### config.mk
export PLATFORM = sky130hd
export DESIGN_NAME = bos_top
export DESIGN_NICKNAME = d
export VERILOG_FILES = /design/src/hw/bos_pkg.sv /design/src/hw/bos_delay_timer.sv /design/src/hw/bos_pulse_out.sv /design/src/hw/bos_top.sv
export VERILOG_INCLUDE_DIRS = /design/src /design/src/hw
export SDC_FILE = /design/constraint.sdc
export NUM_CORES = 1
export LEC_CHECK = 0
export ABC_AREA = 1
export BUFFER_PORTS_ARGS = -buffer_cell sky130_fd_sc_hd__buf_4
export CORE_ASPECT_RATIO = 1.75
export CORE_UTILIZATION = 40
export DETAILED_ROUTE_END_ITERATION = 12
export PLACE_DENSITY = 0.67
export SYNTH_ARGS = -nofsm -noshare
export SYNTH_HDL_FRONTEND = slang
export SYNTH_HIERARCHICAL = 1
export SYNTH_SLANG_ARGS = --single-unit
### constraint.sdc
create_clock -name clk -period 7.8 [get_ports clk]
set_input_delay 0 -clock clk [delete_from_list [all_inputs] [get_ports clk]]
set_output_delay 0 -clock clk [all_outputs]
set_load 0.05 [all_outputs]
### src/hw/bos_regs.svh
// Constants for the batch output sequencer: codes, bit positions, timing
`ifndef BOS_REGS_SVH
`define BOS_REGS_SVH

// ********************
// Clock and timing
// ********************
`define BOS_CLK_HZ          20000000
`define BOS_PULSE_MAX_HZ    4
// Least period of the pulse output, rounded up to whole cycles
`define BOS_PULSE_PERIOD_CYC \
	((`BOS_CLK_HZ + `BOS_PULSE_MAX_HZ - 1) / `BOS_PULSE_MAX_HZ)
`define BOS_PULSE_HALF_CYC  ((`BOS_PULSE_PERIOD_CYC + 1) / 2)
`define BOS_CYC_PER_S       `BOS_CLK_HZ
`define BOS_DELAY_MAX_S     3600

// ********************
// Restart modes
// ********************
`define BOS_RESTART_NORMAL  2'h0
`define BOS_RESTART_QUICK   2'h1
`define BOS_RESTART_AUTO    2'h2

// ********************
// Operator control source
// ********************
`define BOS_SRC_LOCAL       2'h0
`define BOS_SRC_REMOTE      2'h1
`define BOS_SRC_BOTH        2'h2

// ********************
// Switch output functions
// ********************
`define BOS_FN_UNUSED       3'h0
`define BOS_FN_CONTROL2     3'h1
`define BOS_FN_CONTROL3     3'h2
`define BOS_FN_FLOW_ALARM   3'h3
`define BOS_FN_RESET_STAT   3'h4
`define BOS_FN_BATCH_STAT   3'h5
`define BOS_FN_PULSE        3'h6

// ********************
// Pulse divider selections
// ********************
`define BOS_DIV_10          3'h0
`define BOS_DIV_100         3'h1
`define BOS_DIV_1000        3'h2
`define BOS_DIV_10000       3'h3
`define BOS_DIV_100000      3'h4

// ********************
// Operator menu item enable bit positions, switch output count, open code
// ********************
`define BOS_MENU_SIZING     0
`define BOS_MENU_SELECT     1
`define BOS_MENU_HISTORY    2
`define BOS_MENU_CONFIG     3
`define BOS_NUM_SW          5
`define BOS_CODE_OPEN       16'h0000

`endif

### src/hw/bos_pkg.sv
// Types shared by the batch output sequencer modules
package bos_pkg;

	// Operator and strap pins, all asynchronous to clk
	typedef struct packed {
		logic panel_start;
		logic panel_pause;
		logic panel_reset;
		logic remote_start;
		logic remote_pause;
		logic remote_reset;
		logic security_link;
		logic option_fitted;
	} bos_pins_t;

	// Settings of one delayed, pre-stopped control output
	typedef struct packed {
		logic [11:0] start_delay_s;
		logic [31:0] prestop_volume;
	} bos_valve_cfg_t;

	// Start, pause and reset commands after source selection
	typedef struct packed {
		logic start;
		logic pause;
		logic reset;
	} bos_cmd_t;

	// Batch sequencing states
	typedef enum logic [3:0] {
		BOS_READY   = 4'h1,
		BOS_RUNNING = 4'h2,
		BOS_PAUSED  = 4'h4,
		BOS_DONE    = 4'h8
	} bos_state_t;

	typedef logic [2:0] bos_func_t;

endpackage

### src/hw/bos_delay_timer.sv
// Whole-second delay timer: counts while run is high until target
`timescale 1ns/1ps
`include "bos_regs.svh"
module bos_delay_timer #(
	parameter int unsigned TICKS_PER_S = `BOS_CYC_PER_S
) (
	// Clock and control
	input  wire logic        clk,
	input  wire logic        rst,
	input  wire logic        ce,
	// Timer control
	input  wire logic        clear,
	input  wire logic        run,
	input  wire logic [18:0] target_s,
	// Status
	output logic             done
);
	import bos_pkg::*;

	typedef struct packed {
		logic [24:0] pre;
		logic [18:0] secs;
	} bos_tmr_t;

	bos_tmr_t s_r;
	bos_tmr_t s_nxt;

	// Prescaler makes seconds; counting stops at the target
	always_comb begin
		s_nxt = s_r;
		if (clear) begin
			s_nxt = '0;
		end else if (run && (s_r.secs < target_s)) begin
			if (s_r.pre == 25'(TICKS_PER_S - 1)) begin
				s_nxt.pre  = '0;
				s_nxt.secs = s_r.secs + 19'h00001;
			end else begin
				s_nxt.pre = s_r.pre + 25'h0000001;
			end
		end
	end

	always_ff @(posedge clk) begin
		if (rst) begin
			s_r <= '0;
		end else if (ce) begin
			s_r <= s_nxt;
		end
	end

	// A zero target is met at once
	assign done = (s_r.secs >= target_s);

endmodule

### src/hw/bos_pulse_out.sv
// Divided volume pulse output, paced to the least pulse period
`timescale 1ns/1ps
`include "bos_regs.svh"
module bos_pulse_out #(
	parameter int unsigned HALF_CYC = `BOS_PULSE_HALF_CYC
) (
	// Clock and control
	input  wire logic       clk,
	input  wire logic       rst,
	input  wire logic       ce,
	// Volume counts and divider
	input  wire logic       tick,
	input  wire logic [2:0] div_sel,
	// Pulse
	output logic            pulse
);
	import bos_pkg::*;

	typedef struct packed {
		logic [16:0] div;
		logic [15:0] owed;
		logic [22:0] phase;
		logic        pulse;
	} bos_pls_t;

	bos_pls_t s_r;
	bos_pls_t s_nxt;
	logic     inc;
	logic     dec;

	// Display counts per output pulse
	function automatic logic [16:0] factor(input logic [2:0] sel);
		unique case (sel)
			`BOS_DIV_100:    factor = 17'd100;
			`BOS_DIV_1000:   factor = 17'd1000;
			`BOS_DIV_10000:  factor = 17'd10000;
			`BOS_DIV_100000: factor = 17'd100000;
			default:         factor = 17'd10;
		endcase
	endfunction

	// Owed pulses queue up to 65535, so a burst of flow within that is not lost, only paced
	always_comb begin
		s_nxt = s_r;
		inc   = 1'b0;
		dec   = 1'b0;
		if (tick) begin
			if (s_r.div >= factor(div_sel) - 17'h00001) begin
				s_nxt.div = '0;
				inc       = (s_r.owed != 16'hffff);
			end else begin
				s_nxt.div = s_r.div + 17'h00001;
			end
		end
		if (s_r.phase != 23'h000000) begin
			s_nxt.phase = s_r.phase - 23'h000001;
		end else if (s_r.pulse) begin
			s_nxt.pulse = 1'b0;
			s_nxt.phase = 23'(HALF_CYC - 1);
		end else if (s_r.owed != 16'h0000) begin
			s_nxt.pulse = 1'b1;
			s_nxt.phase = 23'(HALF_CYC - 1);
			dec         = 1'b1;
		end
		s_nxt.owed = s_r.owed + 16'(inc) - 16'(dec);
	end

	always_ff @(posedge clk) begin
		if (rst) begin
			s_r <= '0;
		end else if (ce) begin
			s_r <= s_nxt;
		end
	end

	assign pulse = s_r.pulse;

endmodule

### src/hw/bos_top.sv
// Batch output sequencer: control outputs, restart, switch outputs
//
// Overview of operation
// - Control 1 on at start, off when batched volume reaches setpoint.
// - Control 2 turns on after its start delay from Control 1 on.
// - Control 2 turns off its pre-stop volume before Control 1 does.
// - Control 3 behaves like Control 2 with its own delay and stop.
// - Normal restart holds result; start refused until reset gives ready.
// - Quick restart: one start after batch end resets and starts again.
// - Auto restart: after restart delay, reset and start without operator.
// - Auto restart stops once the configured batch cycle count is done.
// - Each switch output is unused or one of six functions.
// - Several switch outputs may carry the same function identically.
// - Outputs three to five work only with the fitted option.
// - Pulse function emits pulses proportional to dispensed volume.
// - Pulse rate divides by one of five factors, 10 to 100000.
// - Pulse output never exceeds 4 Hz.
// - Grand total of product; cleared only after request and confirm.
// - Defaults restored only after request and a separate confirm.
// - Config and operator menus each have a code; 0000 disables it.
// - Config entry also needs the external security link present.
// - Operator menu offers only the individually enabled items.
// - Selectable on/off for the 16-point input lineariser.
// - Commands come from panel, remote switches, or both, as set.
// - Config entry is refused while a batch is running.
// - Control 2 and 3 start delays range from 0 to 3600 s.
// - Batch status is inverse of Control 1 but stays open on pause.
// - Reset status shows batch started versus reset and ready.
`timescale 1ns/1ps
`include "bos_regs.svh"
module bos_top #(
	parameter int unsigned TICKS_PER_S = `BOS_CYC_PER_S,
	parameter int unsigned PULSE_HALF  = `BOS_PULSE_HALF_CYC
) (
	// Clock, reset, enable
	input  wire logic                   clk,
	input  wire logic                   rst,
	input  wire logic                   ce,
	// Operator and strap pins
	input  wire bos_pkg::bos_pins_t     pins,
	// Measurement, one display count per tick
	input  wire logic                   count_tick,
	input  wire logic                   flow_alarm_in,
	// Batch configuration
	input  wire logic [31:0]            batch_setpoint,
	input  wire bos_pkg::bos_valve_cfg_t valve2_cfg,
	input  wire bos_pkg::bos_valve_cfg_t valve3_cfg,
	input  wire logic [1:0]             restart_mode,
	input  wire logic [18:0]            restart_delay_s,
	input  wire logic [7:0]             batch_cycles,
	// System configuration
	input  wire bos_pkg::bos_func_t [4:0] out_func,
	input  wire logic [2:0]             pulse_div_sel,
	input  wire logic [1:0]             control_source,
	input  wire logic [15:0]            cfg_code,
	input  wire logic [15:0]            op_code,
	input  wire logic [3:0]             menu_enable,
	input  wire logic                   lineariser_sel,
	// Menu requests, one-cycle pulses
	input  wire logic                   cfg_entry_req,
	input  wire logic                   op_entry_req,
	input  wire logic [15:0]            code_entry,
	input  wire logic                   menu_exit,
	input  wire logic                   gt_clear_req,
	input  wire logic                   defaults_req,
	input  wire logic                   confirm,
	input  wire logic                   cancel,
	// Loads
	output logic                        control1,
	output logic [4:0]                  sw_out,
	// Status
	output logic [31:0]                 batched_volume,
	output logic [39:0]                 grand_total,
	output logic [7:0]                  batch_count,
	output logic [3:0]                  batch_state,
	output logic                        cfg_open,
	output logic                        op_open,
	output logic [3:0]                  op_items,
	output logic                        lineariser_en,
	output logic                        defaults_load
);
	import bos_pkg::*;

	// ********************
	// State
	// ********************
	typedef struct packed {
		bos_pins_t   sync1;
		bos_pins_t   sync2;
		bos_pins_t   prev;
		bos_state_t  st;
		logic [31:0] vol;
		logic [39:0] total;
		logic [7:0]  cycles;
		logic        gt_armed;
		logic        df_armed;
		logic        defaults;
		logic        cfg_open;
		logic        op_open;
		logic        lin_en;
		logic        ctl1;
		logic [4:0]  sw;
		logic [3:0]  items;
	} bos_top_t;

	bos_top_t  s_r;
	bos_top_t  s_nxt;
	bos_cmd_t  cmd;
	logic      go;
	logic      enter_done;
	logic      v2_done;
	logic      v3_done;
	logic      rs_done;
	logic      pulse;
	logic      ctl2;
	logic      ctl3;
	logic      rst_stat;
	logic      bat_stat;
	logic [31:0] vol_inc;
	logic [7:0]  cyc_lim;

	// True once the volume is within the pre-stop volume of the setpoint
	function automatic logic past_stop(input logic [31:0] vol,
		input logic [31:0] setp, input logic [31:0] pre);
		past_stop = ({1'b0, vol} + {1'b0, pre}) >= {1'b0, setp};
	endfunction

	// An all-zero stored code leaves the menu open
	function automatic logic code_ok(input logic [15:0] stored,
		input logic [15:0] given);
		code_ok = (stored == `BOS_CODE_OPEN) || (stored == given);
	endfunction

	// Delay target clipped to the settable range of start delays
	function automatic logic [18:0] clip_delay(input logic [11:0] d);
		clip_delay = (d > 12'(`BOS_DELAY_MAX_S)) ?
			19'(`BOS_DELAY_MAX_S) : {7'h00, d};
	endfunction

	// ********************
	// Timers and pulse generator
	// ********************
	bos_delay_timer #(.TICKS_PER_S(TICKS_PER_S)) u_v2_delay (
		.clk      (clk),
		.rst      (rst),
		.ce       (ce),
		.clear    (go),
		.run      (s_r.st == BOS_RUNNING),
		.target_s (clip_delay(valve2_cfg.start_delay_s)),
		.done     (v2_done)
	);

	bos_delay_timer #(.TICKS_PER_S(TICKS_PER_S)) u_v3_delay (
		.clk      (clk),
		.rst      (rst),
		.ce       (ce),
		.clear    (go),
		.run      (s_r.st == BOS_RUNNING),
		.target_s (clip_delay(valve3_cfg.start_delay_s)),
		.done     (v3_done)
	);

	bos_delay_timer #(.TICKS_PER_S(TICKS_PER_S)) u_restart (
		.clk      (clk),
		.rst      (rst),
		.ce       (ce),
		.clear    (enter_done),
		.run      ((s_r.st == BOS_DONE) &&
			(restart_mode == `BOS_RESTART_AUTO)),
		.target_s (restart_delay_s),
		.done     (rs_done)
	);

	// Pulse counts follow every display count, batching or not
	bos_pulse_out #(.HALF_CYC(PULSE_HALF)) u_pulse (
		.clk     (clk),
		.rst     (rst),
		.ce      (ce),
		.tick    (count_tick),
		.div_sel (pulse_div_sel),
		.pulse   (pulse)
	);

	// ********************
	// Command selection and batch sequencing
	// ********************
	// Edges of synchronised buttons, gated by the control source
	always_comb begin
		logic loc;
		logic rem;
		loc = (control_source != `BOS_SRC_REMOTE);
		rem = (control_source != `BOS_SRC_LOCAL);
		cmd.start = (loc && s_r.sync2.panel_start &&
			!s_r.prev.panel_start) ||
			(rem && s_r.sync2.remote_start && !s_r.prev.remote_start);
		cmd.pause = (loc && s_r.sync2.panel_pause &&
			!s_r.prev.panel_pause) ||
			(rem && s_r.sync2.remote_pause && !s_r.prev.remote_pause);
		cmd.reset = (loc && s_r.sync2.panel_reset &&
			!s_r.prev.panel_reset) ||
			(rem && s_r.sync2.remote_reset && !s_r.prev.remote_reset);
	end

	// Zero cycles would never stop, so it is taken as one
	assign cyc_lim = (batch_cycles == 8'h00) ? 8'h01 : batch_cycles;
	assign vol_inc = s_r.vol + 32'(count_tick);

	// Start of a fresh batch, from ready or as a restart
	always_comb begin
		go = 1'b0;
		unique case (s_r.st)
			BOS_READY: go = cmd.start;
			BOS_DONE: begin
				if (restart_mode == `BOS_RESTART_QUICK) begin
					go = cmd.start;
				end else if (restart_mode == `BOS_RESTART_AUTO) begin
					go = rs_done && (s_r.cycles < cyc_lim);
				end
			end
			default: go = 1'b0;
		endcase
	end

	// Batch completes when the running volume reaches the setpoint
	assign enter_done = (s_r.st == BOS_RUNNING) &&
		(vol_inc >= batch_setpoint);

	// Selectable functions; Control 2 and 3 need Control 1 energised
	assign ctl2 = (s_r.st == BOS_RUNNING) && v2_done &&
		!past_stop(s_r.vol, batch_setpoint, valve2_cfg.prestop_volume);
	assign ctl3 = (s_r.st == BOS_RUNNING) && v3_done &&
		!past_stop(s_r.vol, batch_setpoint, valve3_cfg.prestop_volume);
	assign rst_stat = (s_r.st == BOS_READY);
	assign bat_stat = (s_r.st == BOS_READY) || (s_r.st == BOS_DONE);

	// ********************
	// Next state
	// ********************
	always_comb begin
		s_nxt = s_r;
		s_nxt.sync1 = pins;
		s_nxt.sync2 = s_r.sync1;
		s_nxt.prev  = s_r.sync2;
		s_nxt.lin_en = lineariser_sel;

		// Grand total counts every display count; a count that
		// arrives with the confirm is kept
		s_nxt.total = s_r.total + 40'(count_tick);
		if (s_r.gt_armed && confirm) begin
			s_nxt.total = 40'(count_tick);
		end

		// Two-step confirm for clearing and restoring defaults
		if (gt_clear_req) begin
			s_nxt.gt_armed = 1'b1;
			s_nxt.df_armed = 1'b0;
		end else if (defaults_req) begin
			s_nxt.df_armed = 1'b1;
			s_nxt.gt_armed = 1'b0;
		end else if (confirm || cancel) begin
			s_nxt.gt_armed = 1'b0;
			s_nxt.df_armed = 1'b0;
		end
		s_nxt.defaults = s_r.df_armed && confirm &&
			!gt_clear_req && !defaults_req;

		// Batch sequencing
		if (go) begin
			s_nxt.st  = BOS_RUNNING;
			s_nxt.vol = 32'(count_tick);
			s_nxt.cycles = (s_r.st == BOS_READY) ? 8'h01 :
				s_r.cycles + 8'h01;
			if (32'(count_tick) >= batch_setpoint) begin
				s_nxt.st = BOS_DONE;
			end
		end else begin
			unique case (s_r.st)
				BOS_READY: begin
					s_nxt.vol = s_r.vol;
				end
				BOS_RUNNING: begin
					s_nxt.vol = vol_inc;
					if (enter_done) begin
						s_nxt.st = BOS_DONE;
					end else if (cmd.pause) begin
						s_nxt.st = BOS_PAUSED;
					end
				end
				BOS_PAUSED: begin
					if (cmd.start) begin
						s_nxt.st = BOS_RUNNING;
					end else if (cmd.reset) begin
						s_nxt.st  = BOS_READY;
						s_nxt.vol = '0;
					end
				end
				BOS_DONE: begin
					if (cmd.reset) begin
						s_nxt.st  = BOS_READY;
						s_nxt.vol = '0;
					end
				end
			endcase
		end

		// Menu access
		if (menu_exit) begin
			s_nxt.cfg_open = 1'b0;
			s_nxt.op_open  = 1'b0;
		end else if (cfg_entry_req) begin
			s_nxt.cfg_open = code_ok(cfg_code, code_entry) &&
				s_r.sync2.security_link &&
				(s_r.st != BOS_RUNNING) && (s_r.st != BOS_PAUSED);
		end else if (op_entry_req) begin
			s_nxt.op_open = code_ok(op_code, code_entry);
		end
		if ((s_r.st == BOS_RUNNING) || (s_r.st == BOS_PAUSED)) begin
			s_nxt.cfg_open = 1'b0;
		end
		// Offered items are registered so the output is a flip-flop
		s_nxt.items = s_nxt.op_open ? menu_enable : 4'h0;

		// Control output and switch output routing
		s_nxt.ctl1 = (s_nxt.st == BOS_RUNNING);
		for (int i = 0; i < `BOS_NUM_SW; i++) begin
			unique case (out_func[i])
				`BOS_FN_CONTROL2:   s_nxt.sw[i] = ctl2;
				`BOS_FN_CONTROL3:   s_nxt.sw[i] = ctl3;
				`BOS_FN_FLOW_ALARM: s_nxt.sw[i] = flow_alarm_in;
				`BOS_FN_RESET_STAT: s_nxt.sw[i] = rst_stat;
				`BOS_FN_BATCH_STAT: s_nxt.sw[i] = bat_stat;
				`BOS_FN_PULSE:      s_nxt.sw[i] = pulse;
				default:            s_nxt.sw[i] = 1'b0;
			endcase
			if ((i >= 2) && !s_r.sync2.option_fitted) begin
				s_nxt.sw[i] = 1'b0;
			end
		end
	end

	// ********************
	// Registers
	// ********************
	always_ff @(posedge clk) begin
		if (rst) begin
			s_r    <= '0;
			s_r.st <= BOS_READY;
		end else if (ce) begin
			s_r <= s_nxt;
		end
	end

	// Outputs, all straight from the state register
	assign control1       = s_r.ctl1;
	assign sw_out         = s_r.sw;
	assign batched_volume = s_r.vol;
	assign grand_total    = s_r.total;
	assign batch_count    = s_r.cycles;
	assign batch_state    = s_r.st;
	assign cfg_open       = s_r.cfg_open;
	assign op_open        = s_r.op_open;
	assign op_items       = s_r.items;
	assign lineariser_en  = s_r.lin_en;
	assign defaults_load  = s_r.defaults;

endmodule

# == Word-level counts from Yosys, hierarchy flattened ==
# Index checks and enable logic that the tools add are counted.
# totals
ff_bits,311
latchBits,0
ram_bits,0
mem_bits_ro,0
in_bits,242
output_inout_bits,98
wordCells,260
mem_count,0
# op_classes
add_sub_neg,16
mul,0
div_mod_pow,0
n_lt_le_gt_ge,14
eq_ne,52
shift,0
mux,57
n_bitwise,1
reduce_logical,75
# op_table
operator,count
2-to-1 mux 44 bit,6
case mux 32 bit (3 select lines),1
"adder 25 x 1 -> 25 bit, second input constant",3
"== test 25 bit, second input constant",3
2-to-1 mux 25 bit,3
2-to-1 mux 36 bit,2
case mux 17 bit (4 select lines),1
adder 32 x 32 -> 33 bit,2
>= comparator 33 x 32 -> 1 bit,2
"adder 19 x 1 -> 19 bit, second input constant",3
2-to-1 mux 19 bit,3
"== test 3 bit, second input constant",16
2-to-1 mux 24 bit,2
adder 40 x 1 -> 40 bit,1
2-to-1 mux 40 bit,1
>= comparator 19 x 12 -> 1 bit,2
less-than comparator 19 x 12 -> 1 bit,2
"== test 3 x 2 -> 1 bit, second input constant",12
2-to-1 mux 17 bit,2
adder 32 x 1 -> 32 bit,1
== test 16 bit,2
>= comparator 1 x 32 -> 1 bit,1
>= comparator 32 bit,1
logical NOT 16 bit,2
45 further kinds,141

# == Depth between registers and ports, before layout ==
# Gate-level depths: netlist (run 1).
# logic_depth
depth_word,9
depth_mapped,31
ltp_nobuf,31

# == Cells and area by module ==
# The synthesis (run 1) kept the hierarchy.
# modules_own_cells
module,instances,cells_per_inst,area_each_um2,seq_area_each_um2
bos_top,1,2131,13745.7,2442.3
bos_delay_timer,3,590,3533.4,880.8
bos_pulse_out,1,757,4713.3,1141.1

# == Least setup slack after synthesis (run 1) ==
# Ideal clock, no wire load.
# synth_timing
path_type,register -> register
from,reg s_r (netlist bit batched_volume[0])
to,reg u_restart/s_r[0] (netlist bit)
setup_ns,0.114
arrival_time_ns,3.813
t_required_ns,7.686
slack_ns,3.873
stages_incl_launch_ff,27
n_path_buf,2
period_less_slack_ns,3.927
cell_sequence,dfxtp_1 > ha_1 > ha_1 > nand3_1 > nor4_2 > inv_2 > nor2_2 > nand3b_1 > nor3_2 > xnor2_1 > clkinv_1 > ha_1 > nand2_1 > nor2_1 > nand2_1 > nor2_1 > nand4_1 > nand3_1 > nand2_1 > inv_1 > clkbuf_1 > inv_1 > nand2_4 > nand3_4 > buf_2 > a21oi_1 > nor2_1
# synth_between
elab_chain_cells,5
# synth_lines
element,line_no,source
start: declaration,bos_top.sv:106,bos_top_t s_r;
start signal: assignment,bos_top.sv:349,s_r <= s_nxt;
adder 32 x 1 -> 32 bit *,bos_top.sv:206,assign vol_inc = s_r.vol + 32'(count_tick);
>= comparator 32 bit *,bos_top.sv:226,(vol_inc >= batch_setpoint);
logical AND 1 bit *,bos_top.sv:225,assign enter_done = (s_r.st == BOS_RUNNING) &&
named net enter_done,bos_top.sv:110,logic enter_done;
nonzero test 2 bit (no source line),-,
AND reduction 3 bit (no source line),-,
end signal: assignment,bos_delay_timer.sv:47,s_r <= s_nxt;
end: declaration,bos_delay_timer.sv:25,bos_tmr_t s_r;
# Mark *: on every way through the listed nets, which the timed path passes. The rest lies on a longest branch.
# A chain may end at the register's enable or synchronous reset.

# == Worst setup path in the final report (run 1) ==
# layout_timing
from,reg s_r (netlist bit batched_volume[6])
to,reg s_r (netlist bit sw_out[4])
# layout_between
elab_chain_cells,6
# layout_lines
element,line_no,source
adder 32 x 32 -> 33 bit,bos_top.sv:125,"past_stop = ({1'b0, vol} + {1'b0, pre}) >= {1'b0, setp};"
>= comparator 33 x 32 -> 1 bit,bos_top.sv:125,
logical NOT 1 bit (on tied branches),"bos_top.sv:232, bos_top.sv:230",
logical AND 1 bit (on tied branches),"bos_top.sv:231, bos_top.sv:229",
case mux 1 bit (6 select lines) *,bos_top.sv:326,unique case (out_func[i])
2-to-1 mux 1 bit *,bos_top.sv:335,if ((i >= 2) && !s_r.sync2.option_fitted) begin
# Mark *: on every way between the ends. The rest lies on a longest branch, timed or not.

==> out/results.txt, run 1 <==
fin crit share: 84.67%
row count: 130
Synth Instances: 4658
Post-DP HPWL: 81070 um
largest net degree at the start of global routing: 68
switching power total: 2.250 mW
CTS Buf Count: 37
fraction of layout cells with a size suffix above 1: 10.94%
Yosys reg bits: 311
drt drc: 0
routability cong.: 1.075
Seq pwr share: 31.1%
fillcell total: 7590
share of the synthesized area in the top cell type: 21.43%
Final setup viols: 0
DIE AREA: 73770 sq um
clk_lat worst skew: 0.57 ns
synth unique cells: 71
sum of negative setup slack: 0 ns
via count: 30630
nets: 5433
Fmax: 151.4 MHz
Main synth FF type: dfxtp_1
commonest cells in the netlist: nand2_1, nor2_1, inv_1
WL final: 102200 um
Final Skew: 0.01881 ns
status: finished clean
post-synthesis sequential area ratio: 21.43%
EDFF count, synth: 0
hold path start: op_entry_req
crit-path max FO: 8
core area: 71890 sq um
Post-Syn Area: 29060 sq um
Worst Setup SP: batched_volume[6]$_SDFFE_PP0P_
vias in the first global route: 29780
max-slew violations: 0
Worst setup SP type: flop
reg2reg start: batched_volume[6]$_SDFFE_PP0P_
final hold vios: 0
vias per cell: 5.229
syn avg cell area: 6.239 sq um
internal power: 3.517 mW
Detailed Route Iter0 Violations: 1944
synth top area cells: dfxtp_1, nand2_1, ha_1, nor2_1, inv_1
Die Width: 205.7 um
Worst slew margin: 25.98%
max cap viols: 0
Layout Cells excl Fill: 5859
pwr dens: 172.8 nW/um^2
asr flop ratio synth: 0%
port buffer count: 339
Synth warnings: 6
CTS max path bufs: 3
leakage: 16.03 nW
total grt overflow: 0
drt first pass iters: 5
CTS tree: built
Critical Path RT: 8.24 ns
RSZ-0062 raised after global routing: false
P&R area growth vs syn: 14.87%
Hold Crit Class: in -> reg
fin crit period: 6.604 ns
critical path arrival: 7.04 ns
CP max stage delay: 0.68 ns
first-pass GRT wire length: 157300 um
post-layout util: 46.43%
VDD IR max: 159.5 uV
Slowest-stage cell, CP: o21ai_2
CTS clk-pin slew, worst paths: 0.06 ns
initial antenna violation count: 0
switching part of the total power: 39.02%
H-tree Lvls: 2
critical path's most frequent cell: nand2_1
biggest area consumer among synthesized cells: dfxtp_1
Comb pwr share: 36.2%
root buf cell: clkbuf_16
Clock Sinks: 311
Die Height: 358.6 um
Crit Path Category: reg -> reg
endpoint class of the critical path: flop
Top Ports: 340
Worst Tran Pin Value: 1.105 ns
Initial Util: 40.42%
gr usage total: 27.42%
Avg WL per Cell: 17.44 um
placed cell count: 5747
Post-DRT Antenna Nets: 0
Clk pwr share: 32.7%
count leader, synth: nand2_1
-- area by class of cell --
class	instances	area (sq um)	share of cell area (%)
antenna	1	2.502	0.007497
clock buffer	50	1087	3.257
clock inverter	17	205.2	0.6147
inverter	631	2370	7.099
multi-input combinational	3533	19280	57.76
sequential	311	6226	18.65
tap	924	1156	3.463
timing repair buffer	392	3053	9.146
-- per-stage QoR --
step / instance area, sq um / hold WS [ns] / worst slack [ns] / total power, mW
after floorplan: 29110 / 0.1349 / 3.873 / 3.237
after global placement: 31650 / 0.2244 / 1.984 / 3.846
after detailed placement: 31650 / 0.2325 / 1.849 / 3.864
after CTS: 33380 / 0.004038 / 1.657 / 5.797
after global routing: 33380 / 0.04095 / 1.018 / 6.119
final: 33380 / 0.04109 / 1.196 / 5.767
-- layer usage --
| layer | vias to the layer above | share of wire [%] | track usage (%) |
|---|---|---|---|
| li1 | 15470 | - | - |
| met1 | 13880 | 37 | 28.45 |
| met2 | 983 | 51 | 50.76 |
| met3 | 305 | 5.9 | 4.442 |
| met4 | 0 | 6.4 | 17.02 |
| met5 | - | 0 | 0 |
-- placed cells by master, fill, tap and decap left out, drive strengths merged, types with 3 or more instances in the layout --
cell and instances:
inv 627, o21bai 16, o311ai 6, xnor2 64
clkbuf 50, a21boi 6, nor2 808, a211oi 4
clkinvlp 5, nor3b 6, o21ai 211, nand4 112
nor4 34, a31oi 10, nand3b 9, bufinv 4
clkinv 12, o221ai 8, nand2 1043, o211a 4
ha 282, a21o 21, nor3 116, or2 12
dlygate4sd3 44, nand2b 4, conb 15, dfxtp 311
a21oi 354, o211ai 9, o21a 16, buf 348
nand3 209, xor2 130, fa 3
-- flip-flops by register name (all words and copies together), names as in the netlist --
signal          cells
batch_count         8
control1            1
batch_state         4
s_r                 8
s_nxt              16
defaults_load       1
u_restart/s_r      44
batched_volume     32
u_v3_delay/s_r     44
cfg_open            1
op_open             1
op_items            4
lineariser_en       1
u_v2_delay/s_r     44
u_pulse/s_r        56
grand_total        40
sw_out              5
u_pulse/pulse       1
-- power by group through the flow --
stage	combinational, mW	clock [mW]	sequential, mW
floorplan	1.46	0	1.78
global placement	2.03	0	1.82
detailed placement	2.04	0	1.82
CTS	2.07	1.94	1.79
global route	2.32	2.00	1.80
finish	2.09	1.89	1.79
-- logic make-up (layout without fill, tap and decap cells) --
family	count (synthesis)	count (layout)	share of synthesized area (%)
compound gates	681	681	13.01
xor+xnor	194	194	5.847
fa+ha+maj	285	285	12.35
buf+inv	827	1090	12.39
flops	311	311	21.43
other cells	2	16	0.02584
simple gates	2358	2358	34.95
-- critical path, delay by kind of cell (launching register included) --
kind | cells | cell delay, ns
XOR/XNOR | 1 | 0.17
AND/OR/NAND/NOR | 13 | 1.77
adder cells (fa/ha/maj) | 2 | 0.72
flip-flops | 1 | 0.44
AO/OA/AOI/OAI | 7 | 2.26
buffers and inverters | 2 | 1.09
-- worst paths after layout --
check	endpoint	slack (ns)	cells after the start
max	sw_out[4]$_SDFFE_PP0P_	1.20	25
min	op_open$_SDFFE_PP0P_	0.04	5
max reg2reg	sw_out[4]$_SDFFE_PP0P_	1.20	25
min reg2reg	s_r[107]$_SDFFE_PP0P_	0.46	2
-- what timing repair did --
action / CTS / global route
hold endpoints to repair: 52 / 0
hold buffers: 44 / 0
resized for setup: 0 / 0
buffers inserted: 0 / 0
Note: power is estimated with default switching activity, not from simulation.
==> inputs of run 2 (changes only) <==
--- a/config.mk
+++ b/config.mk
@@ -11,7 +11,7 @@
 export CORE_ASPECT_RATIO = 1.75
 export CORE_UTILIZATION = 40
 export DETAILED_ROUTE_END_ITERATION = 12
-export PLACE_DENSITY = 0.67
+export PLACE_DENSITY = 0.69
 export SYNTH_ARGS = -nofsm -noshare
 export SYNTH_HDL_FRONTEND = slang
 export SYNTH_HIERARCHICAL = 1
==> constraint.sdc (replaced) <==
create_clock -name clk -period 5.32 [get_ports clk]
set_input_delay 0 -clock clk [delete_from_list [all_inputs] [get_ports clk]]
set_output_delay 0 -clock clk [all_outputs]
set_load 0.05 [all_outputs]
==> run 2 against run 1 <==
  * Via count rose by 0.13%
  * Highest routed layer is now met5
  * First-iteration DRC count rose by 2.6%
  * Cell area rose by 0.76%
  * Wire length barely moved
  * Hold slack got worse by 0.0065 ns
==> out/results.txt, run 2 (synthesis results as in run 1) <==
status: finished clean
crit-path max FO: 5 (-3)
Post-DRT Antenna Nets: 0 (unchanged)
CTS max path bufs: 3 (unchanged)
Worst Setup SP: batched_volume[0]$_SDFFE_PP0P_
fraction of layout cells with a size suffix above 1: 11.29% (+0.35 points)
Clock Sinks: 311 (unchanged)
RSZ-0062 raised after global routing: false
FF-to-FF End: sw_out[3]$_SDFFE_PP0P_
H-tree Lvls: 2 (unchanged)
Reg with most FFs: u_pulse/s_r
DIE AREA: 73770 sq um (unchanged)
WHS Endpoint: sw_out[1]$_SDFFE_PP0P_
Initial Util: 40.42% (unchanged)
CTS tree: built
critical path arrival: 5.42 ns (-1.62 ns)
max cap viols: 0 (unchanged)
WL final: 102100 um (about the same)
R2R setup slack: 0.38 ns (-0.81 ns)
Post-DP HPWL: 81120 um (about the same)
most common cell after layout, fill and taps aside: nand2_1
max reg flops: 56 (unchanged)
fin crit share: 92.76% (+8.1 points)
Final Skew: 0.02716 ns (+0.008346 ns)
drt drc: 0 (unchanged)
hold path start: out_func[3]
vias in the first global route: 29680 (-0.32%)
Worst setup SP type: flop
drt first pass iters: 6 (+1)
gr usage total: 27.26% (-0.15 points)
row count: 130 (unchanged)
nets: 5460 (+0.50%)
fillcell total: 7563 (-0.36%)
core area: 71890 sq um (unchanged)
final hold vios: 0 (unchanged)
first-pass GRT wire length: 156500 um (-0.49%)
Worst Tran Pin Value: 1.130 ns (+0.02534 ns)
routability cong.: 1.018 (-5.3%)
Die Height: 358.6 um (unchanged)
P&R area growth vs syn: 15.75%
Top Ports: 340 (unchanged)
met3 track demand over resource: 4.414% (-0.027 points)
port buffer count: 339 (unchanged)
Critical Path RT: 5.81 ns (-2.43 ns)
met2 Usage GRT: 50.71% (-0.054 points)
vias per cell: 5.211 (-0.33%)
fin crit period: 4.935 ns (-1.669 ns)
leakage: 16.18 nW (+0.95%)
R2R cell count: 20 (-20%)
Die Width: 205.7 um (unchanged)
Detailed Route Iter0 Violations: 1994 (+2.6%)
CTS Buf Count: 37 (unchanged)
Avg WL per Cell: 17.35 um (-0.52%)
clk_lat worst skew: 0.57 ns (about the same)
largest net degree at the start of global routing: 109 (+60%)
gr busiest metal: met2
via count: 30670 (+0.13%)
Final setup viols: 0 (unchanged)
total grt overflow: 0 (unchanged)
root buf cell: clkbuf_16
Crit Path Category: reg -> reg
reg2reg start: batched_volume[0]$_SDFFE_PP0P_
Fmax: 202.6 MHz (+34%)
max-slew violations: 0 (unchanged)
most frequent cells in the layout: nand2_1, nor2_1, inv_1, buf_4, a21oi_1
routing usage on met1: 27.98% (-0.46 points)
Worst slew margin: 24.55% (-1.4 points)
pwr dens: 250.7 nW/um^2 (+45%)
endpoint class of the critical path: flop
Hold WS: 0.03460 ns (-0.006489 ns)
CTS clk-pin slew, worst paths: 0.07 ns (about the same)
sum of negative setup slack: 0 ns (unchanged)
worst hold path cell count: 9 (+4)
VDD IR max: 206.6 uV (+30%)
Hold Crit Class: in -> reg
initial antenna violation count: 4 (+4)
[run 2: cell types whose count changed in the layout (fill, tap and decap cells not counted), moves of 2 or more]
cell / before / now
clkbuf_8: 7 / 4
diode_2: 1 / 3
clkbuf_1: 4 / 6
buf_4: 348 / 367
buf_12: 0 / 2
dlygate4sd3_1: 44 / 50
[run 2: worst max-delay path by stage]
stage	end	slack [ns]	cells past startpoint
floorplan	u_restart/s_r[0]$_SDFFE_PP0P_	1.39	26
global placement	sw_out[0]$_SDFFE_PP0P_	0.52	20
detailed placement	u_restart/s_r[3]$_SDFFE_PP0P_	0.42	25
CTS	u_restart/s_r[3]$_SDFFE_PP0P_	0.41	25
global route	u_restart/s_r[2]$_SDFFE_PP0P_	0.09	26
finish	sw_out[3]$_SDFFE_PP0P_	0.38	20
[run 2: through the flow]
| step | instance area, sq um | power, mW | worst slack, ns | utilization [%] | instances |
|---|---|---|---|---|---|
| 6_report | 33640 | 8.433 | 0.3850 | 46.79 | 5886 |
| 3_3_place_gp | 31810 | 5.632 | 0.5194 | 44.24 | 5766 |
| 4_1_cts | 33580 | 8.474 | 0.4080 | 46.71 | 5881 |
| 5_1_grt | 33630 | 8.961 | 0.08996 | 46.78 | 5884 |
| 3_5_place_dp | 31810 | 5.665 | 0.4241 | 44.24 | 5766 |
| 2_1_floorplan | 29110 | 4.745 | 1.393 | - | 4671 |
[run 2: report_power, final]
part | total (mW) | switching, mW | leakage, nW | internal (mW)
clock | 2.75 | 1.11 | 0.616 | 1.64
sequential | 2.59 | 0.150 | 2.53 | 2.44
combinational | 3.09 | 1.99 | 13.0 | 1.10
total | 8.43 | 3.25 | 16.2 | 5.18
[run 2: worst max-delay path: stages, from the launching register on]
cell,delay [ns]
dfxtp_1,0.40
ha_1,0.22
inv_1,0.06
fa_1,0.41
o21ai_1,0.42
a21oi_1,0.33
o21ai_1,0.31
a21boi_1,0.18
o21bai_1,0.36
a21oi_1,0.15
xnor2_1,0.30
ha_1,0.32
nand4_1,0.14
nor2_1,0.06
nand4_1,0.18
nand3_1,0.11
a21oi_1,0.51
nand3_1,0.15
nand2_1,0.09
nand2_1,0.05
a21oi_1,0.10
[run 2: what timing repair did]
item	in CTS	in global routing
hold buffers	50	0
resized for setup	0	3
setup endpoints to repair	0	30
setup buffers	0	2
endpoints found under the hold margin	44	0
[run 2: cell type report]
| type | instances | area [sq um] | area share (%) |
|---|---|---|---|
| Multi-Input combinational cell | 3533 | 19300 | 57.38 |
| Sequential cell | 311 | 6226 | 18.51 |
| Timing Repair Buffer | 419 | 3296 | 9.798 |
| Inverter | 631 | 2374 | 7.057 |
| Tap cell | 924 | 1156 | 3.437 |
| Clock buffer | 49 | 1054 | 3.132 |
| Clock inverter | 16 | 222.7 | 0.6621 |
| Antenna cell | 3 | 7.507 | 0.02232 |
[run 2: layer usage]
layer  up-vias  routed length (um)
met2       929               51820
met3       294                6011
met5         -                  14
li1      15520                   -
met1     13930               37510
met4         2                6770
==> inputs of run 3 (changes only) <==
--- a/config.mk
+++ b/config.mk
@@ -9,10 +9,11 @@
 export ABC_AREA = 1
 export BUFFER_PORTS_ARGS = -buffer_cell sky130_fd_sc_hd__buf_4
 export CORE_ASPECT_RATIO = 1.75
-export CORE_UTILIZATION = 40
+export CORE_UTILIZATION = 25
 export DETAILED_ROUTE_END_ITERATION = 12
-export PLACE_DENSITY = 0.69
+export PLACE_DENSITY = 0.51
 export SYNTH_ARGS = -nofsm -noshare
 export SYNTH_HDL_FRONTEND = slang
 export SYNTH_HIERARCHICAL = 1
 export SYNTH_SLANG_ARGS = --single-unit
+export TNS_END_PERCENT = 5
==> run 3 against run 2 <==
  * The flow now finishes with violations (design-rule violations)
  * Final cell count up 10%
  * Global-route usage down 8.8 points
  * Wire length up 8.8%
  * Sequential cell count unchanged
  * Critical endpoint is now sw_out[0]$_SDFFE_PP0P_
  * Largest cell class unchanged
  * Highest routed layer unchanged
==> out/results.txt, run 3 (synthesis results as in run 1) <==
max cap viols: 0 (unchanged)
Crit Path Category: reg -> reg
Avg WL per Cell: 17.16 um (-1.1%)
crit-path max FO: 7 (+2)
initial antenna violation count: 4 (unchanged)
Worst Tran Pin Value: 1.212 ns (+0.08156 ns)
reg2reg start: batched_volume[2]$_SDFFE_PP0P_
Clock Sinks: 311 (unchanged)
total grt overflow: 0 (unchanged)
status: complete, but fails checks
first-pass GRT wire length: 168500 um (+7.7%)
most common cell after layout, fill and taps aside: nand2_1
routability cong.: 0.9670 (-5.0%)
fillcell total: 12870 (+70%)
Initial Util: 25.18% (-15 points)
critical path arrival: 5.47 ns (+0.05 ns)
Final setup viols: 0 (unchanged)
CTS clk-pin slew, worst paths: 0.06 ns (about the same)
vias in the first global route: 30110 (+1.4%)
VDD IR max: 195.0 uV (-5.6%)
gr usage total: 18.47% (-8.8 points)
root buf cell: clkbuf_16
Seq pwr share: 30.1% (-0.7 points)
Critical Path RT: 5.76 ns (-0.05 ns)
largest net degree at the start of global routing: 62 (-43%)
RSZ-0062 raised after global routing: true
core area: 115400 sq um (+61%)
endpoint class of the critical path: flop
Reg with most FFs: u_pulse/s_r
CTS Buf Count: 41 (+11%)
critical path's most frequent cell: nand2_1
switching power total: 3.404 mW (+4.7%)
Worst Setup SP: batched_volume[2]$_SDFFE_PP0P_
final hold vios: 0 (unchanged)
pwr dens: 250.7 nW/um^2 (about the same)
row count: 165 (+27%)
Final Skew: 0.03448 ns (+0.007321 ns)
clk_lat worst skew: 0.59 ns (+0.02 ns)
P&R area growth vs syn: 18.60%
Hold WS: 0.03198 ns (-0.002620 ns)
CTS tree: built
leakage: 16.22 nW (+0.22%)
Hold Crit Class: in -> reg
CP max stage delay: 0.82 ns (+0.31 ns)
WL final: 111100 um (+8.8%)
placed cell count: 6348 (+10%)
Comb pwr share: 36.5% (about the same)
Die Width: 259.7 um (+26%)
hold path start: count_tick
fin crit share: 94.58% (+1.8 points)
via count: 30390 (-0.94%)
drt first pass iters: 11 (+5)
vias per cell: 4.693 (-10%)
switching part of the total power: 39.39% (+0.85 points)
failing checks: design-rule violations
Detailed Route Iter0 Violations: 1503 (-25%)
Post-DRT Antenna Nets: 0 (unchanged)
max reg flops: 56 (unchanged)
Die Height: 453.0 um (+26%)
Worst slew margin: 19.11% (-5.4 points)
Tot Pwr: 8.641 mW (+2.5%)
fraction of layout cells with a size suffix above 1: 11.43% (+0.13 points)
crit-path cells: ha_1 -> a21oi_1 -> nand2_1 -> a21oi_1 -> o21ai_1 -> a21oi_1 -> o21ai_1 -> a21boi_1 -> o21ai_1 -> xor2_1 -> ha_1 -> nand2_1 -> nor2_1 -> nor4b_1 -> nand4_1 -> nand2_1 -> nor2_1 -> nand3_1 -> nand2_1 -> inv_1 -> nand2_1 -> nand2_1 -> a21oi_1
Clk pwr share: 33.5% (+0.9 points)
Slowest-stage cell, CP: nor4b_1
internal power: 5.237 mW (+1.0%)
Fmax: 198.7 MHz (-1.9%)
Top Ports: 340 (unchanged)
Layout Cells excl Fill: 6475 (+10%)
Post-DP HPWL: 89440 um (+10%)
max-slew violations: 0 (unchanged)
nets: 5470 (+0.18%)
port buffer count: 339 (unchanged)
H-tree Lvls: 2 (unchanged)
fin crit period: 5.032 ns (+0.09678 ns)
drt drc: 2 (+2)
DIE AREA: 117700 sq um (+59%)
Worst setup SP type: flop
most frequent cells in the layout: nand2_1, nor2_1, inv_1, buf_4, a21oi_1
CTS max path bufs: 3 (unchanged)
==> run 3: cell count changes in the layout (fill, tap and decap cells not counted), sizes merged <==
cell	before	now
clkbuf	49	53
dlygate4sd3	50	54
clkinv	11	14
bufinv	5	3
diode	3	1
buf	369	370
clkinvlp	5	6
nand3	209	210
==> run 3: through the flow <==
stage | cell area, sq um | setup TNS (ns) | util, % | setup WS (ns)
finish | 34460 | 0 | 29.86 | 0.2882
global route | 34460 | -0.09360 | 29.86 | -0.03528
CTS | 34440 | 0 | 29.85 | 0.2723
detailed placement | 32540 | 0 | 28.20 | 0.2796
global placement | 32540 | 0 | 28.20 | 0.3324
floorplan | 29110 | 0 | - | 1.393
==> run 3: layout make-up <==
cell class / instances / area [sq um] / share of cell area (%)
multi-input combinational: 3534 / 19300 / 56.02
sequential: 311 / 6226 / 18.07
timing repair buffer: 424 / 3318 / 9.628
inverter: 631 / 2370 / 6.876
tap: 1503 / 1881 / 5.457
clock buffer: 53 / 1162 / 3.373
clock inverter: 18 / 198.9 / 0.5773
antenna: 1 / 2.502 / 0.007261
==> run 3: per-layer routing <==
layer	vias to the layer above	part of all wire (%)	GRT usage (%)
li1	15530	-	-
met1	13880	38	19.46
met2	746	52	35.08
met3	225	4.5	2.498
met4	6	5.3	9.476
met5	-	0.041	0
==> run 3: what timing repair did <==
item | CTS | global route
gates resized for setup | 0 | 1
setup buffers | 0 | 0
endpoints found under the setup margin | 0 | 20
hold endpoints to repair | 49 | 0
hold buffers | 54 | 0
==> run 3: worst max-delay path, delay by kind of cell, from the launching register on <==
kind	cells	cell delay (ns)
adders and majority gates	2	0.62
xor gates and xnor gates	1	0.17
and+or+nand+nor	11	1.86
buffers and inverters	1	0.06
DFF	1	0.49
AOI/OAI and AO/OA	8	1.71
==> run 3: final timing paths <==
kind | to | slack [ns] | cells past startpoint
max reg2reg | sw_out[0]$_SDFFE_PP0P_ | 0.29 | 23
min reg2reg | s_r[105]$_SDFFE_PP0P_ | 0.46 | 2
min | u_pulse/s_r[52]$_SDFFE_PP0P_ | 0.03 | 5
max | sw_out[0]$_SDFFE_PP0P_ | 0.29 | 23
==> run 3: power by group through the flow <==
stage,registers (mW),logic [mW],clock network [mW]
6_report,2.60,3.15,2.89
5_1_grt,2.61,3.51,3.09
4_1_cts,2.60,3.15,3.00
3_5_place_dp,2.65,3.11,0
3_3_place_gp,2.64,3.09,0
2_1_floorplan,2.61,2.14,0
